**config.mk**
```make
export PLATFORM = sky130hd
export DESIGN_NAME = angle_sensor_status_turns_regs
export DESIGN_NICKNAME = d
export VERILOG_FILES = /design/src/design/sensor_status_pkg.sv /design/src/design/flag_bank_if.sv /design/src/design/sticky_flag_bank.sv /design/src/design/temp_limiter.sv /design/src/design/angle_sensor_status_turns_regs.sv
export SDC_FILE = /design/constraint.sdc
export NUM_CORES = 1
export LEC_CHECK = 0
export BUFFER_PORTS_ARGS = -buffer_cell sky130_fd_sc_hd__buf_2
export CAP_MARGIN = 20
export CORE_ASPECT_RATIO = 2
export CORE_MARGIN = 2
export CORE_UTILIZATION = 40
export CTS_BUF_LIST = sky130_fd_sc_hd__clkbuf_8
export DETAILED_ROUTE_END_ITERATION = 12
export PLACE_DENSITY = 0.69
export REMOVE_ABC_BUFFERS = 1
export SLEW_MARGIN = 0
export SYNTH_ARGS = -nofsm -noshare
export SYNTH_HDL_FRONTEND = slang
export SYNTH_SLANG_ARGS = --single-unit
```
**constraint.sdc**
```tcl
create_clock -name i_clk -period 2.6 [get_ports i_clk]
set_input_delay 0.52 -clock i_clk [delete_from_list [all_inputs] [get_ports i_clk]]
set_output_delay 0.52 -clock i_clk [all_outputs]
set_load 0.03 [all_outputs]
```
**src/design/sensor_status_pkg.sv**
```systemverilog
/*
 * Holds the offsets, field positions, reset values and limits shared by the
 * status register bank and its helper modules.
 * Assumes 16-bit registers, byte offsets on an 8-bit register address.
 */
package sensor_status_pkg;
    // ----------------------------------------------------------------
    // Register offsets
    // ----------------------------------------------------------------
    localparam logic [7:0] ADDR_CTRL = 8'h1e;
    localparam logic [7:0] ADDR_FAULT = 8'h24;
    localparam logic [7:0] ADDR_CAUTION = 8'h26;
    localparam logic [7:0] ADDR_TEMP = 8'h28;
    localparam logic [7:0] ADDR_FIELD = 8'h2a;
    localparam logic [7:0] ADDR_ROT_COUNT = 8'h2c;
    localparam logic [7:0] ADDR_ROT_OFFSET = 8'h2e;
    localparam logic [7:0] ADDR_HYST_ANGLE = 8'h30;
    localparam logic [7:0] ADDR_FINE_ANGLE = 8'h32;
    localparam logic [7:0] ADDR_ZC_ANGLE = 8'h34;
    localparam logic [7:0] ADDR_DELTA_UPPER = 8'h36;

    // ----------------------------------------------------------------
    // Field positions
    // ----------------------------------------------------------------
    localparam int CTRL_CLR_FAULT_BIT = 8;
    localparam int CTRL_CLR_CAUTION_BIT = 9;
    localparam int FAULT_LOCK_LOSS_BIT = 7;
    localparam int FAULT_QUAD_BIT = 8;
    localparam int FAULT_AVG_BIT = 9;
    localparam int FAULT_SELFTEST_BIT = 10;
    localparam int FAULT_SUMMARY_BIT = 11;
    localparam int FAULT_SUPPLY_A_BIT = 2;
    localparam int FAULT_SUPPLY_D_BIT = 3;
    localparam int CAU_OVERFLOW_BIT = 0;
    localparam int CAU_FIELD_HIGH_BIT = 1;
    localparam int CAU_OVERRUN_BIT = 2;
    localparam int CAU_DELTA_WARN_BIT = 3;
    localparam int CAU_SATURATED_BIT = 4;
    localparam int CAU_NVM_CORR_BIT = 5;
    localparam int CAU_TEMP_RANGE_BIT = 6;
    localparam int CAU_EXT_FAIL_BIT = 7;
    localparam int CAU_SLEW_BIT = 8;
    localparam int CAU_CRC_BIT = 10;
    localparam int CAU_FORMAT_BIT = 11;
    localparam int PARITY_BIT = 12;
    localparam int SUPPLY_LOW_BIT = 13;
    localparam int SOURCE_SEL_BIT = 13;
    localparam int ANY_FAULT_BIT = 14;
    localparam int OFFSET_HELD_BIT = 14;

    // ----------------------------------------------------------------
    // Reset values and limits
    // ----------------------------------------------------------------
    localparam logic SOURCE_SEL_RST = 1'b1;
    localparam logic [15:0] FLAGS_RST = 16'h0000;
    localparam logic [15:0] FAULT_USED = 16'h0780;
    localparam logic [15:0] CAUTION_USED = 16'h0dff;
    // Temperature is in eighths of a degree relative to 25 C
    localparam logic signed [13:0] TEMP_MIN = -14'sd680;
    localparam logic signed [13:0] TEMP_MAX = 14'sd1240;
    // 135 degrees at 4096 counts per rotation
    localparam logic signed [21:0] DELTA_WARN_LIMIT = 22'sd1536;
endpackage : sensor_status_pkg

```
**src/design/flag_bank_if.sv**
```systemverilog
/*
 * Carries one sticky flag bank between the register bank and its latch.
 * Assumes the owner drives set, read and clear strobes in the clock domain.
 */
`timescale 1ns/1ps
interface flag_bank_if;
    logic [15:0] set;
    logic rd;
    logic clr;
    logic [15:0] value;
    modport owner (output set, output rd, output clr, input value);
    modport bank (input set, input rd, input clr, output value);
endinterface : flag_bank_if

```
**src/design/sticky_flag_bank.sv**
```systemverilog
/*
 * Holds a bank of sticky flags cleared only where previously read.
 * Assumes set, read and clear strobes are synchronous one-cycle pulses.
 */
`timescale 1ns/1ps
module sticky_flag_bank
    import sensor_status_pkg::*;
(
    input wire logic i_clk,     // System clock
    input wire logic i_srst,    // Synchronous reset
    flag_bank_if.bank fb        // Strobes and flag value
);
    logic [15:0] flags_r;
    logic [15:0] snap_r;
    logic [15:0] flags_nxt;
    logic [15:0] snap_nxt;

    // ----------------------------------------------------------------
    // Next state: a new event wins over a clear in the same cycle
    // ----------------------------------------------------------------
    assign flags_nxt = (flags_r & ~(fb.clr ? snap_r : 16'h0000)) | fb.set;
    assign snap_nxt = fb.rd ? flags_r : (fb.clr ? 16'h0000 : snap_r);
    assign fb.value = flags_r;

    // Flag and read snapshot registers
    always_ff @(posedge i_clk)
    begin
        if (i_srst)
        begin
            flags_r <= FLAGS_RST;
            snap_r <= FLAGS_RST;
        end
        else
        begin
            flags_r <= flags_nxt;
            snap_r <= snap_nxt;
        end
    end
endmodule : sticky_flag_bank

```
**src/design/temp_limiter.sv**
```systemverilog
/*
 * Saturates the computed temperature and flags out-of-range readings.
 * Assumes the raw value is signed eighths of a degree relative to 25 C.
 */
`timescale 1ns/1ps
module temp_limiter
    import sensor_status_pkg::*;
(
    input wire logic signed [13:0] i_raw,   // Computed temperature
    output logic [11:0] o_reading,          // Saturated 12-bit reading
    output logic o_out_of_range             // Beyond the limits
);
    logic below;
    logic above;
    logic signed [13:0] limited;

    // ----------------------------------------------------------------
    // Compare and clamp
    // ----------------------------------------------------------------
    assign below = i_raw < TEMP_MIN;
    assign above = i_raw > TEMP_MAX;
    assign limited = below ? TEMP_MIN : (above ? TEMP_MAX : i_raw);
    assign o_reading = limited[11:0];
    assign o_out_of_range = below | above;
endmodule : temp_limiter

```
**src/design/angle_sensor_status_turns_regs.sv**
```systemverilog
/*
 * Status register bank of the angle sensor: fault latch, caution, temperature,
 * field, rotation count and offset, angle readouts and upper rotation delta.
 * Assumes the serial interface decodes packets outside and presents one-cycle
 * read and write strobes with a byte offset; events arrive as sync pulses.
 */
`timescale 1ns/1ps

// Contract
// Fault bits 7..10 latch lock loss, quadrature, averaging and self-test faults.
// Fault bit 11 shows unmasked caution bits, forced zero by its mask bit.
// Caution bit 0 sets when rotations pass plus or minus 256.
// Caution bit 1 sets when field strength exceeds the high threshold.
// Caution bit 2 sets on an extended access started while busy.
// Caution bit 3 sets when rotation delta passes plus or minus 135 degrees.
// Caution bit 5 sets on a corrected memory read.
// Caution bit 6 sets outside -60..180 C; reading saturates there.
// Caution bit 7 sets when an extended write command fails.
// A packet failing its check is dropped and sets caution bit 10.
// Bad bit count, MOSI bit 15 or coding error sets caution bit 11.
// Temperature reads as signed eighths of a degree relative to 25 C.
// Rotation count is a 12-bit signed count in 45 or 180 degree units.
// Rotation count bit 13 picks PLL (1) or zero-cross (0) source.
// Bit 12 of parity words keeps an odd number of ones.
// Rotation offset shows 11 or 9 low delta bits per resolution.
// Offset bit 14 says captured at prior count read; clears once read.
// Angle readout bit 13 shows masked real-time supply-low flags.
// Readout bit 14 sets when any unmasked fault or caution bit is set.
// Angles are unsigned 12-bit; low-power mode always counts zero-cross. The fine angle reads as 15-bit unsigned here.
// Reading upper delta freezes the lower word; host reads upper first.
// Upper delta field is the top 9 delta bits sign-extended to 12.
// Fault bits stay set until read and then cleared.
// A clear removes only previously read bits; host reads first.
// Undefined bit positions read as zero.
module angle_sensor_status_turns_regs
(
    input wire logic i_clk,                     // 25 MHz system clock
    input wire logic i_srst,                    // Synchronous reset, high
    input wire logic i_rd,                      // Register read strobe
    input wire logic i_wr,                      // Register write strobe
    input wire logic [7:0] i_addr,              // Register byte offset
    input wire logic [15:0] i_wdata,            // Write data
    output logic [15:0] o_rdata,                // Read data
    output logic o_rvalid,                      // Read data valid pulse
    input wire logic i_lock_loss,               // PLL lost lock pulse
    input wire logic i_quad_fault,              // Quadrature integrity loss
    input wire logic i_avg_fault,               // Averaging corrupted
    input wire logic i_selftest_fail,           // Self-test failed
    input wire logic i_supply_low_a,            // Analog undervoltage, live
    input wire logic i_supply_low_d,            // Digital undervoltage, live
    input wire logic [15:0] i_fault_mask,       // Shadow fault mask bits
    input wire logic [15:0] i_caution_mask,     // Shadow caution mask bits
    input wire logic [11:0] i_field_gauss,      // Field strength
    input wire logic [11:0] i_field_high_threshold, // High field limit
    input wire logic i_ext_start,               // Extended access started
    input wire logic i_ext_busy,                // Extended access running
    input wire logic i_ext_cmd_fail,            // Extended command failed
    input wire logic i_nvm_corrected,           // Memory single-bit fix
    input wire logic i_saturated,               // Internal saturation
    input wire logic i_slew_warn,               // Slew limiting applied
    input wire logic i_crc_fail,                // Packet check failed
    input wire logic i_bitcount_err,            // Bad packet length
    input wire logic i_mosi_bit15,              // MOSI bit 15 was one
    input wire logic i_manchester_err,          // Line coding error
    input wire logic signed [13:0] i_temp_raw,  // Computed temperature
    input wire logic [11:0] i_turns_pll,        // Count from PLL angle
    input wire logic [11:0] i_turns_zcd,        // Count from zero-cross angle
    input wire logic i_low_power,               // Low-power mode active
    input wire logic i_res45,                   // 45-degree turns resolution
    input wire logic signed [21:0] i_rot_delta, // Rotation delta counter
    input wire logic [11:0] i_hyst_angle,       // Hysteresis angle
    input wire logic [14:0] i_fine_angle,       // 15-bit angle
    input wire logic [11:0] i_zc_angle,         // Zero-cross angle
    input wire logic i_lower_rd,                // Lower delta word read
    output logic [11:0] o_delta_lower,          // Frozen lower delta
    output logic o_delta_lower_held,            // Lower delta is frozen
    output logic [11:0] o_turns_count,          // Selected rotation count
    output logic o_any_fault                    // Unmasked fault summary
);
    import sensor_status_pkg::*;

    // ----------------------------------------------------------------
    // Helpers
    // ----------------------------------------------------------------
    // Parity bit making a 16-bit word hold an odd number of ones
    function automatic logic [15:0] with_parity(input logic [15:0] w);
        logic [15:0] r;
        r = w;
        r[PARITY_BIT] = ~^{w[15:13], w[11:0]};
        return r;
    endfunction : with_parity

    flag_bank_if fault_if ();
    flag_bank_if caution_if ();

    logic [15:0] rdata_r;
    logic rvalid_r;
    logic [7:0] raddr_r;
    logic source_sel_r;
    logic [10:0] offset_cap_r;
    logic offset_held_r;
    logic [11:0] lower_r;
    logic lower_held_r;
    logic [11:0] turns_r;
    logic any_fault_r;

    logic [11:0] temp_reading;
    logic temp_oor;
    logic rd_fault, rd_caution, rd_count, rd_offset, rd_upper;
    logic wr_ctrl, wr_count;
    logic [15:0] fault_live, caution_live;
    logic cau_summary, any_fault, supply_low;
    logic over_flow, delta_warn, field_high, overrun, link_fmt;
    logic [11:0] turns_sel;
    logic [10:0] offset_live;
    logic [15:0] w_fault, w_caution, w_temp, w_field, w_count, w_offset;
    logic [15:0] w_hyst, w_fine, w_zc, w_upper;
    logic [15:0] rdata_nxt;

    // ----------------------------------------------------------------
    // Submodules
    // ----------------------------------------------------------------
    sticky_flag_bank u_fault (
        .i_clk  (i_clk),
        .i_srst (i_srst),
        .fb     (fault_if)
    );

    sticky_flag_bank u_caution (
        .i_clk  (i_clk),
        .i_srst (i_srst),
        .fb     (caution_if)
    );

    temp_limiter u_temp (
        .i_raw          (i_temp_raw),
        .o_reading      (temp_reading),
        .o_out_of_range (temp_oor)
    );

    // ----------------------------------------------------------------
    // Access decode
    // ----------------------------------------------------------------
    assign rd_fault = i_rd && (i_addr == ADDR_FAULT);
    assign rd_caution = i_rd && (i_addr == ADDR_CAUTION);
    assign rd_count = i_rd && (i_addr == ADDR_ROT_COUNT);
    assign rd_offset = i_rd && (i_addr == ADDR_ROT_OFFSET);
    assign rd_upper = i_rd && (i_addr == ADDR_DELTA_UPPER);
    assign wr_ctrl = i_wr && (i_addr == ADDR_CTRL);
    assign wr_count = i_wr && (i_addr == ADDR_ROT_COUNT);

    // ----------------------------------------------------------------
    // Event detection
    // ----------------------------------------------------------------
    assign over_flow = i_rot_delta[21] != i_rot_delta[20];
    assign delta_warn = (i_rot_delta > DELTA_WARN_LIMIT) || (i_rot_delta < -DELTA_WARN_LIMIT);
    assign field_high = i_field_gauss > i_field_high_threshold;
    assign overrun = i_ext_start && i_ext_busy;
    assign link_fmt = i_bitcount_err | i_mosi_bit15 | i_manchester_err;

    // Fault latch set and clear strobes
    assign fault_if.set = {5'h00, i_selftest_fail, i_avg_fault, i_quad_fault,
                           i_lock_loss, 7'h00};
    assign fault_if.rd = rd_fault;
    assign fault_if.clr = wr_ctrl && i_wdata[CTRL_CLR_FAULT_BIT];

    // Caution set and clear strobes
    assign caution_if.set = {4'h0, link_fmt, i_crc_fail, 1'b0, i_slew_warn,
                             i_ext_cmd_fail, temp_oor, i_nvm_corrected,
                             i_saturated, delta_warn, overrun, field_high, over_flow};
    assign caution_if.rd = rd_caution;
    assign caution_if.clr = wr_ctrl && i_wdata[CTRL_CLR_CAUTION_BIT];

    // ----------------------------------------------------------------
    // Summaries
    // ----------------------------------------------------------------
    assign caution_live = caution_if.value & CAUTION_USED;
    assign cau_summary = (|(caution_live & ~i_caution_mask)) && !i_fault_mask[FAULT_SUMMARY_BIT];
    assign fault_live = (fault_if.value & FAULT_USED) | ({15'h0000, cau_summary} << FAULT_SUMMARY_BIT);
    assign any_fault = (|(fault_live & ~i_fault_mask)) || (|(caution_live & ~i_caution_mask));
    assign supply_low = (i_supply_low_a && !i_fault_mask[FAULT_SUPPLY_A_BIT])
                     || (i_supply_low_d && !i_fault_mask[FAULT_SUPPLY_D_BIT]);

    // Rotation source and offset selection
    assign turns_sel = (i_low_power || !source_sel_r) ? i_turns_zcd : i_turns_pll;
    assign offset_live = i_res45 ? {2'b00, i_rot_delta[8:0]} : i_rot_delta[10:0];

    // ----------------------------------------------------------------
    // Word composition
    // ----------------------------------------------------------------
    assign w_fault = fault_live;
    assign w_caution = caution_live;
    assign w_temp = {4'h0, temp_reading};
    assign w_field = {4'h0, i_field_gauss};
    assign w_count = with_parity({2'b00, source_sel_r, 1'b0, turns_r});
    assign w_offset = with_parity({1'b0, offset_held_r, 3'b000,
                                   offset_held_r ? offset_cap_r : offset_live});
    assign w_hyst = with_parity({1'b0, any_fault, supply_low, 1'b0, i_hyst_angle});
    assign w_fine = {1'b0, i_fine_angle};
    assign w_zc = with_parity({1'b0, any_fault, supply_low, 1'b0, i_zc_angle});
    assign w_upper = with_parity({1'b0, any_fault, source_sel_r, 1'b0,
                                  {3{i_rot_delta[20]}}, i_rot_delta[20:12]});

    // Read multiplexer; unmapped offsets read zero
    always_comb
    begin
        case (i_addr)
            ADDR_FAULT: rdata_nxt = w_fault;
            ADDR_CAUTION: rdata_nxt = w_caution;
            ADDR_TEMP: rdata_nxt = w_temp;
            ADDR_FIELD: rdata_nxt = w_field;
            ADDR_ROT_COUNT: rdata_nxt = w_count;
            ADDR_ROT_OFFSET: rdata_nxt = w_offset;
            ADDR_HYST_ANGLE: rdata_nxt = w_hyst;
            ADDR_FINE_ANGLE: rdata_nxt = w_fine;
            ADDR_ZC_ANGLE: rdata_nxt = w_zc;
            ADDR_DELTA_UPPER: rdata_nxt = w_upper;
            default: rdata_nxt = 16'h0000;
        endcase
    end

    // ----------------------------------------------------------------
    // Registers
    // ----------------------------------------------------------------
    // Read data port
    always_ff @(posedge i_clk)
    begin
        if (i_srst)
        begin
            rdata_r <= 16'h0000;
            rvalid_r <= 1'b0;
            raddr_r <= 8'h00;
        end
        else
        begin
            rvalid_r <= i_rd;
            if (i_rd)
            begin
                rdata_r <= rdata_nxt;
                raddr_r <= i_addr;
            end
        end
    end

    // Rotation source select and count sample
    always_ff @(posedge i_clk)
    begin
        if (i_srst)
        begin
            source_sel_r <= SOURCE_SEL_RST;
            turns_r <= 12'h000;
        end
        else
        begin
            if (wr_count)
                source_sel_r <= i_wdata[SOURCE_SEL_BIT];
            turns_r <= turns_sel;
        end
    end

    // Offset captured on a rotation count read, released by its own read
    always_ff @(posedge i_clk)
    begin
        if (i_srst)
        begin
            offset_cap_r <= 11'h000;
            offset_held_r <= 1'b0;
        end
        else if (rd_count)
        begin
            offset_cap_r <= offset_live;
            offset_held_r <= 1'b1;
        end
        else if (rd_offset)
            offset_held_r <= 1'b0;
    end

    // Lower delta frozen on an upper read, released by the lower read
    always_ff @(posedge i_clk)
    begin
        if (i_srst)
        begin
            lower_r <= 12'h000;
            lower_held_r <= 1'b0;
        end
        else if (rd_upper)
        begin
            lower_r <= i_rot_delta[11:0];
            lower_held_r <= 1'b1;
        end
        else if (i_lower_rd)
            lower_held_r <= 1'b0;
    end

    // Fault summary output
    always_ff @(posedge i_clk)
    begin
        if (i_srst)
            any_fault_r <= 1'b0;
        else
            any_fault_r <= any_fault;
    end

    assign o_rdata = rdata_r;
    assign o_rvalid = rvalid_r;
    assign o_delta_lower = lower_r;
    assign o_delta_lower_held = lower_held_r;
    assign o_turns_count = turns_r;
    assign o_any_fault = any_fault_r;
endmodule : angle_sensor_status_turns_regs

```
==> results of run 1 <==
==> area by class of cell <==
class                      count  share of cell area, %
tap                          192                  3.260
clock inverter                 6                 0.5264
clock buffer                  10                  1.868
inverter                      36                  1.834
multi-input combinational    568                  50.70
antenna                        2                0.06792
sequential                    85                  23.09
timing repair buffer         255                  18.64
==> critical path: stages, from the launching register on <==
cell       delay [ns]
dfxtp_1          0.79
mux2i_1          0.33
o2bb2ai_1        0.11
a222oi_1         0.51
nand2_1          0.15
a21oi_1          0.20
o31ai_2          0.07
==> per-layer routing <==
layer / up-vias / wire [um] / GRT usage (%)
li1: 3019 / - / -
met1: 2895 / 7735 / 29.56
met2: 251 / 11900 / 51.27
met3: 67 / 1124 / 4.286
met4: 0 / 1424 / 18.10
met5: - / 0 / 0
==> flip-flops by register name (all words and copies together), names as in the netlist <==
| name | flops |
|---|---|
| offset_cap_r | 11 |
| o_turns_count | 12 |
| o_delta_lower_held | 1 |
| o_delta_lower | 12 |
| o_rvalid | 1 |
| offset_held_r | 1 |
| u_fault.fb.value | 4 |
| o_rdata | 15 |
| u_caution.fb.value | 11 |
| u_fault.snap_r | 4 |
| u_caution.snap_r | 11 |
| source_sel_r | 1 |
| o_any_fault | 1 |
==> stage by stage <==
| stage | setup slack, ns | instance area, um2 | power, mW |
|---|---|---|---|
| after global routing | 0.2324 | 7368 | 3.179 |
| after detailed placement | 0.02970 | 7187 | 2.179 |
| after CTS | 0.3874 | 7363 | 3.060 |
| after floorplan | -0.05416 | 5567 | 1.791 |
| final | 0.3080 | 7368 | 3.054 |
| after global placement | 0.04685 | 7187 | 2.174 |
==> cell usage in the layout, fill, tap and decap left out, drive strengths merged, types with 8 or more instances in the layout <==
master and count:
a22o 14, ha 25, xor2 12, o22ai 8, nand2 135, nand2b 10, a21oi 77, nor2b 12
o21ai 25, xnor2 42, dfxtp 85, nor2 45, clkbuf 10, mux2i 20, buf 255, inv 39
a31oi 8, a22oi 15, nor3 11, nand3 17
==> logic make-up after synthesis <==
logic type	synth area share [%]
compound gates	22.52
xor+xnor	8.975
fa+ha+maj	5.419
buf+inv	5.896
flops	29.48
mux	4.054
other cells	0.06497
simple gates	23.59
==> how the worst min path moves through the flow <==
stage | start | endpoint | slack (ns) | cells after the start
floorplan | offset_cap_r[7] | offset_cap_r[7] | 0.43 | 2
global placement | o_delta_lower[5] | o_delta_lower[5] | 0.44 | 2
detailed placement | o_rdata[2] | o_rdata[2] | 0.45 | 2
CTS | i_lock_loss | u_fault.fb.value[7] | 0.33 | 3
global route | i_selftest_fail | u_fault.fb.value[10] | 0.36 | 3
finish | i_lock_loss | u_fault.fb.value[7] | 0.34 | 3
==> power by group <==
group | switching [mW] | leakage [nW] | total, mW | internal, mW
clock | 0.524 | 0.0875 | 0.894 | 0.370
sequential | 0.0401 | 0.693 | 1.37 | 1.33
combinational | 0.440 | 2.44 | 0.786 | 0.346
total | 1.00 | 3.23 | 3.05 | 2.05
==> flow_metrics.py, run 1 <==
metrics = {
    "clock_tree": {
        "clock-root-buffer": "clkbuf_8",
        "clk_latency_ns": 0.38,
        "post_cts_buffers": 0,
        "cts_sinks": 85,
        "cts_resized": 0,
        "ctsHoldBuffers": 0,
        "cts_tree": "done",
        "htree_levels": 3,
        "cts.clk_slew.worst_paths_ns": 0.10,
        "cts_buffer_depth": 2,
        "cts_buffers": 9,
    },
    "critical_path": {
        "crit_required_ns": 2.85,
        "critical_path_arrival_ns": 2.54,
        "crit_type": "flop to flop",
        "worstSetupStartpoint": "offset_held_r",
        "endpoint_kind": "flop",
        "r2r_end": "o_rdata[2]",
        "crit_end": "o_rdata[2]",
        "critPathLaunchType": "flop",
        "rr_startpoint": "offset_held_r",
        "reg2reg_depth": 6,
        "r2r_slack_ns": 0.31,
        "critical_path.max_fanout": 14,
    },
    "sta": {
        "timing.final.crit_share_pct": 88.15,
        "setup_violations": 0,
        "final_hold_viol_count": 0,
        "tightestPinTransition_ns": 0.7156,
        "fin_worst_skew_ns": 0.01885,
        "fin_tns_setup_ns": 0,
        "timing.fmax_ghz": 0.4363,
        "slew_headroom_pct": 52.23,
        "grt_setup_unrepaired": "false",
        "fin_crit_ns": 2.292,
        "worst_hold_slack_ns": 0.3388,
        "finalMaxSlewViolations": 0,
    },
    "route": {
        "dr_total_vias": 6232,
        "antenna_left": 0,
        "drc": 0,
        "wl_per_cell_um": 19.22,
        "first_iter_violations": 287,
        "drt-pass1-iter-count": 6,
        "drt_wl_total_mm": 22.18,
        "vias_per_cell": 5.400,
    },
    "yosys": {
        "synth-edff-count": 0,
        "netlist_instances": 730,
        "synth_top_cell_area_share_pct": 29.48,
        "synth_cell_types": 74,
        "synth.most_common_cell": "nand2_1",
        "ys_seq_area_share_pct": 29.48,
        "synth_area_leader_cell": "dfxtp_1",
        "avgSynthCellArea_um2": 7.907,
        "synthesis.area_um2": 5772,
        "ys_warn_count": 0,
        "synth-main-ff-cell": "dfxtp_1",
        "yosys_register_bits": 85,
        "synth_area_leaders": "dfxtp_1 29%, nand2_1 8.8%, a21oi_1 6.6%",
        "synthArstFlopShare_pct": 0,
        "synth_commonest_cells": "135 x nand2_1, 85 x dfxtp_1, 76 x a21oi_1",
    },
    "global_routing": {
        "grt_pass1_vias": 6250,
        "grt_usage_pct": 28.61,
        "antenna_found_initial": 2,
        "grt_overflow": 0,
        "grt_pass1_wl_mm": 33.29,
        "grt_max_degree": 50,
    },
    "finish": {
        "nNetsFinal": 1182,
        "syn2layout_area_growth_pct": 27.66,
        "final_util_pct": 51.62,
        "ff_latch_area_um2": 1702,
        "final-instance-count-excl-fill": 1154,
        "multiInputGateArea_um2": 3736,
        "nFillCells": 1508,
        "drive_gt1_share_pct": 31.67,
    },
    "placement": {
        "port_buffers": 216,
        "hpwl_mm": 18.46,
        "dp.cells": 1136,
        "gp_congestion": 1.008,
    },
    "pwr": {
        "powerDensity_nw_per_um2": 414.4,
        "p_leak_nw": 3.225,
        "irDropWorstVdd_uv": 218.5,
    },
    "floorplan": {
        "fp.dieArea_um2": 15460,
        "fp.coreArea_um2": 14270,
        "ios": 245,
        "die_h_um": 173.9,
        "start_util_pct": 40.44,
        "die_width_um": 88.94,
        "num_rows": 62,
    },
    "flow_run": {
        "drv_cap": 0,
    },
    "hold_path": {
        "hp-class": "primary input to flop",
    },
    "outcome": {
        "status": "complete, no violations",
    },
}
No activity file was read; power rests on OpenSTA's default activity.
==> inputs of run 2 (changes only) <==
--- a/config.mk
+++ b/config.mk
@@ -7,10 +7,11 @@
 export LEC_CHECK = 0
 export BUFFER_PORTS_ARGS = -buffer_cell sky130_fd_sc_hd__buf_2
 export CAP_MARGIN = 20
-export CORE_ASPECT_RATIO = 2
+export CORE_ASPECT_RATIO = 0.7
 export CORE_MARGIN = 2
 export CORE_UTILIZATION = 40
 export CTS_BUF_LIST = sky130_fd_sc_hd__clkbuf_8
+export CTS_CLUSTER_SIZE = 30
 export DETAILED_ROUTE_END_ITERATION = 12
 export PLACE_DENSITY = 0.69
 export REMOVE_ABC_BUFFERS = 1
==> run 2 against run 1 <==
Against the previous run:
- non-clock buffer count fell by 3
- combinational power fell by 2%
- wire length fell by 4.5%
- sequential power barely moved
- critical endpoint is now o_rdata[5]
==> flow_metrics.py, run 2 (synthesis results as in run 1) <==
metrics = {
    "sta": {
        "fin_worst_skew_ns": 0.01069,
        "timing.fmax_ghz": 0.4440,
        "fin_crit_ns": 2.252,
        "fin_tns_setup_ns": 0,
        "timing.final.crit_share_pct": 86.63,
        "setup_violations": 0,
        "slew_headroom_pct": 49.56,
        "tightestPinTransition_ns": 0.7551,
        "grt_setup_unrepaired": "false",
        "final_hold_viol_count": 0,
        "worst_slack_ns": 0.3476,
        "finalMaxSlewViolations": 0,
    },
    "finish": {
        "final_common_cell": "buf_2",
        "final_cell_mix": "216 x buf_2, 135 x nand2_1, 85 x dfxtp_1",
        "drive_gt1_share_pct": 31.38,
        "final-instance-count-excl-fill": 1146,
        "nNetsFinal": 1179,
        "fin_area_um2": 7370,
        "largest_register_ffs": 15,
        "syn2layout_area_growth_pct": 27.68,
        "antenna-diode-count": 0,
    },
    "critical_path": {
        "crit_required_ns": 2.87,
        "r2r_end": "o_rdata[5]",
        "r2r_slack_ns": 0.35,
        "endpoint_kind": "flop",
        "rr_startpoint": "offset_held_r",
        "worstSetupStartpoint": "offset_held_r",
        "critical_path_arrival_ns": 2.52,
        "crit_type": "flop to flop",
        "critPathLaunchType": "flop",
        "reg2reg_depth": 7,
        "crit_end": "o_rdata[5]",
        "critical_path.max_fanout": 16,
    },
    "pwr": {
        "combPwrFrac_pct": 24.2,
        "irDropWorstVdd_uv": 299.2,
        "clockPowerShare_pct": 32.8,
        "p_switching_mw": 0.9526,
        "p_leak_nw": 3.236,
        "powerDensity_nw_per_um2": 432.6,
        "internal_power_mw": 2.235,
        "sequentialPowerShare_pct": 43.0,
        "sw_frac_of_total_pct": 29.88,
    },
    "placement": {
        "place_area_um2": 7156,
        "dp.cells": 1131,
        "hpwl_mm": 17.46,
        "gp_congestion": 0.9757,
        "port_buffers": 216,
        "dp_slack_ns": 0.1121,
    },
    "floorplan": {
        "ios": 245,
        "num_rows": 36,
        "die_width_um": 147.6,
        "start_util_pct": 41.20,
        "fp.coreArea_um2": 14010,
        "die_h_um": 104.5,
        "fp.dieArea_um2": 15420,
    },
    "route": {
        "drt_wl_total_mm": 21.19,
        "drt-pass1-iter-count": 6,
        "antenna_left": 0,
        "vias_per_cell": 5.550,
        "dr_total_vias": 6360,
        "drc": 0,
        "wl_per_cell_um": 18.49,
        "first_iter_violations": 571,
    },
    "clock_tree": {
        "htree_levels": 3,
        "cts_buffer_depth": 2,
        "post_cts_buffers": 0,
        "cts_tree": "done",
        "cts.clk_slew.worst_paths_ns": 0.09,
        "clk_latency_ns": 0.37,
        "ctsHoldBuffers": 0,
        "clock-root-buffer": "clkbuf_8",
        "cts_sinks": 85,
        "cts_buffers": 9,
        "cts_resized": 0,
    },
    "global_routing": {
        "grt_usage_pct": 27.25,
        "antenna_found_initial": 2,
        "grt_pass1_vias": 5958,
        "grt_max_degree": 26,
        "grt_overflow": 0,
        "grt_pass1_wl_mm": 32.69,
    },
    "flow_run": {
        "drv_cap": 0,
    },
    "outcome": {
        "status": "complete, no violations",
    },
    "hold_path": {
        "hp-class": "primary input to flop",
    },
}
run 2: cell types whose count changed in the layout (fill, tap and decap cells not counted), moves of 2 or more:
cell,change
diode_2,-2
buf_4,-3
bufinv_16,+2
clkinvlp_4,-2
run 2: layout make-up:
type	instances	area, um2
Clock buffer	10	137.6
Multi-Input combinational cell	568	3730
Inverter	36	135.1
Timing Repair Buffer	252	1351
Fill cell	1397	6639
Sequential cell	85	1702
Tap cell	190	237.7
Clock inverter	5	76.32
run 2: critical path: stages, from the launching register on:
cell and delay (ns):
dfxtp_1 0.74, buf_4 0.27, mux2i_1 0.24, a21oi_1 0.14
a32oi_1 0.25, nand2_1 0.08, a211o_1 0.27, a22o_1 0.17
run 2: power groups by stage:
stage / sequential (mW) / clock (mW) / combinational, mW
3_3_place_gp: 1.40 / 0 / 0.751
5_1_grt: 1.38 / 1.11 / 0.837
6_report: 1.37 / 1.05 / 0.770
3_5_place_dp: 1.40 / 0 / 0.757
4_1_cts: 1.37 / 1.06 / 0.762
2_1_floorplan: 1.42 / 0 / 0.376
run 2: per-layer routing:
metal | global-route usage [%] | share of wire, % | routed length [um]
met4 | 5.082 | 1.5 | 319
met1 | 38.51 | 44 | 9369
met3 | 9.079 | 12 | 2580
met5 | 0 | 0.061 | 13
met2 | 40.56 | 42 | 8906
run 2: metrics by stage:
step	hold WS (ns)	utilization, %	total power [mW]
2_1_floorplan	0.4300	-	1.791
3_3_place_gp	0.4427	51.08	2.154
3_5_place_dp	0.4450	51.08	2.158
4_1_cts	0.3514	52.61	3.191
5_1_grt	0.3564	52.61	3.324
6_report	0.3558	52.61	3.188
run 2: how the worst min path moves through the flow:
stage,start,end,cells after the start
4_1_cts,i_nvm_corrected,u_caution.fb.value[5],3
3_5_place_dp,o_delta_lower[0],o_delta_lower[0],2
3_3_place_gp,o_delta_lower[9],o_delta_lower[9],2
6_report,i_nvm_corrected,u_caution.fb.value[5],3
2_1_floorplan,offset_cap_r[7],offset_cap_r[7],2
5_1_grt,i_slew_warn,u_caution.fb.value[8],3
==> inputs of run 3 (changes only) <==
--- a/config.mk
+++ b/config.mk
@@ -13,6 +13,7 @@
 export CTS_BUF_LIST = sky130_fd_sc_hd__clkbuf_8
 export CTS_CLUSTER_SIZE = 30
 export DETAILED_ROUTE_END_ITERATION = 12
+export MAX_ROUTING_LAYER = met4
 export PLACE_DENSITY = 0.69
 export REMOVE_ABC_BUFFERS = 1
 export SLEW_MARGIN = 0
==> run 3 against run 2 <==
Against the previous run:
- register-to-register slack worse by 0.098 ns
- via count is 2.1% lower
- cell count is 0.26% lower
- sequential power hardly changed
- design area is 0.19% lower
- sequential cell count stayed put
- critical endpoint unchanged
==> flow_metrics.py, run 3 (synthesis results as in run 1) <==
metrics = {
    "outcome": {
        "status": "complete, no violations",
    },
    "hold_path": {
        "hp-class": "primary input to flop",
    },
    "placement": {
        "dp_slack_ns": 0.07780,
        "port_buffers": 216,
        "hpwl_mm": 17.40,
        "gp_congestion": 1.013,
        "dp.cells": 1125,
    },
    "pwr": {
        "internal_power_mw": 2.333,
        "clockPowerShare_pct": 34.9,
        "finalPower_mw": 3.292,
        "combPwrFrac_pct": 23.4,
        "sequentialPowerShare_pct": 41.7,
        "p_leak_nw": 3.225,
        "powerDensity_nw_per_um2": 447.5,
        "irDropWorstVdd_uv": 262.6,
        "sw_frac_of_total_pct": 29.13,
        "p_switching_mw": 0.9590,
    },
    "finish": {
        "multiInputGateArea_um2": 3730,
        "final-instance-count-excl-fill": 1143,
        "final_cell_mix": "216 x buf_2, 135 x nand2_1, 85 x dfxtp_1",
        "ff_latch_area_um2": 1702,
        "final_common_cell": "buf_2",
        "nNetsFinal": 1173,
        "syn2layout_area_growth_pct": 27.44,
        "largest_register_ffs": 15,
        "drive_gt1_share_pct": 30.91,
        "nFillCells": 1426,
    },
    "sta": {
        "tightestPinTransition_ns": 0.7268,
        "timing.fmax_ghz": 0.4255,
        "setup_violations": 0,
        "finalMaxSlewViolations": 0,
        "final_hold_viol_count": 0,
        "fin_worst_skew_ns": 0.01171,
        "fin_crit_ns": 2.350,
        "grt_setup_unrepaired": "false",
        "worst_slack_ns": 0.2497,
        "timing.final.crit_share_pct": 90.40,
        "slew_headroom_pct": 51.45,
        "fin_tns_setup_ns": 0,
    },
    "critical_path": {
        "critPathLaunchType": "flop",
        "rr_startpoint": "offset_held_r",
        "critical_path.max_fanout": 18,
        "r2r_end": "o_rdata[5]",
        "crit_end": "o_rdata[5]",
        "crit_required_ns": 2.86,
        "reg2reg_depth": 7,
        "r2r_slack_ns": 0.25,
        "worstSetupStartpoint": "offset_held_r",
        "critical_path_arrival_ns": 2.61,
        "endpoint_kind": "flop",
        "crit_type": "flop to flop",
    },
    "floorplan": {
        "start_util_pct": 41.20,
        "fp.dieArea_um2": 15420,
        "ios": 245,
        "die_h_um": 104.5,
        "die_width_um": 147.6,
        "fp.coreArea_um2": 14010,
        "num_rows": 36,
    },
    "flow_run": {
        "drv_cap": 0,
    },
    "route": {
        "antenna_left": 0,
        "vias_per_cell": 5.447,
        "drt_wl_total_mm": 21.15,
        "drt-pass1-iter-count": 5,
        "first_iter_violations": 703,
        "wl_per_cell_um": 18.50,
        "drc": 0,
        "dr_total_vias": 6226,
    },
    "clock_tree": {
        "post_cts_buffers": 0,
        "clk_latency_ns": 0.37,
        "ctsHoldBuffers": 0,
        "clock-root-buffer": "clkbuf_8",
        "cts_tree": "done",
        "cts_resized": 0,
        "cts_sinks": 85,
        "htree_levels": 3,
        "cts.clk_slew.worst_paths_ns": 0.09,
        "cts_buffer_depth": 2,
        "cts_buffers": 9,
    },
    "global_routing": {
        "grt_overflow": 0,
        "grt_pass1_vias": 5828,
        "antenna_found_initial": 1,
        "grt_usage_pct": 27.71,
        "grt_pass1_wl_mm": 32.09,
        "grt_max_degree": 48,
    },
}
[run 3: cell types whose count changed in the layout (fill, tap and decap cells not counted), sizes merged]
cell / delta
buf: -6
diode: +2
bufinv: +1
inv: +1
clkinvlp: -1
[run 3: final cells by class]
cell class,count,share of cell area (%)
Multi-Input combinational cell,568,50.71
Sequential cell,85,23.13
Timing Repair Buffer,246,17.76
Tap cell,190,3.232
Clock buffer,10,1.871
Inverter,36,1.837
Clock inverter,6,1.395
Antenna cell,2,0.06804
[run 3: metal layers]
layer	wire [um]	track usage [%]	up-vias
li1	-	-	3002
met1	9857	39.87	2884
met2	8937	40.07	324
met3	2168	5.921	16
met4	188	5.220	0
met5	0	-	-
[run 3: power by group through the flow]
stage          clock [mW]  sequential (mW)  combinational (mW)
3_5_place_dp            0             1.40               0.755
6_report             1.15             1.37               0.770
5_1_grt              1.22             1.38               0.835
4_1_cts              1.17             1.37               0.762
2_1_floorplan           0             1.42               0.376
3_3_place_gp            0             1.40               0.744
[run 3: how the worst min path moves through the flow]
stage,startpoint,endpoint,slack (ns),depth (start not counted)
detailed placement,o_delta_lower[5],o_delta_lower[5],0.45,2
CTS,i_nvm_corrected,u_caution.fb.value[5],0.34,3
global route,i_quad_fault,u_fault.fb.value[8],0.36,3
finish,i_nvm_corrected,u_caution.fb.value[5],0.35,3
floorplan,offset_cap_r[7],offset_cap_r[7],0.43,2
global placement,o_delta_lower[9],o_delta_lower[9],0.44,2
[run 3: worst max-delay path: stages (launching register included)]
cell,delay (ns)
dfxtp_1,0.79
buf_4,0.28
mux2i_1,0.25
a21oi_1,0.14
a32oi_1,0.27
nand2_1,0.09
a211o_1,0.27
a22o_1,0.17
[run 3: per-stage QoR]
step / util [%] / hold WS (ns) / instance area [um2]
2_1_floorplan: - / 0.4300 / 5567
3_3_place_gp: 50.76 / 0.4430 / 7111
3_5_place_dp: 50.76 / 0.4463 / 7111
4_1_cts: 52.47 / 0.3415 / 7351
5_1_grt: 52.49 / 0.3632 / 7353
6_report: 52.51 / 0.3494 / 7356
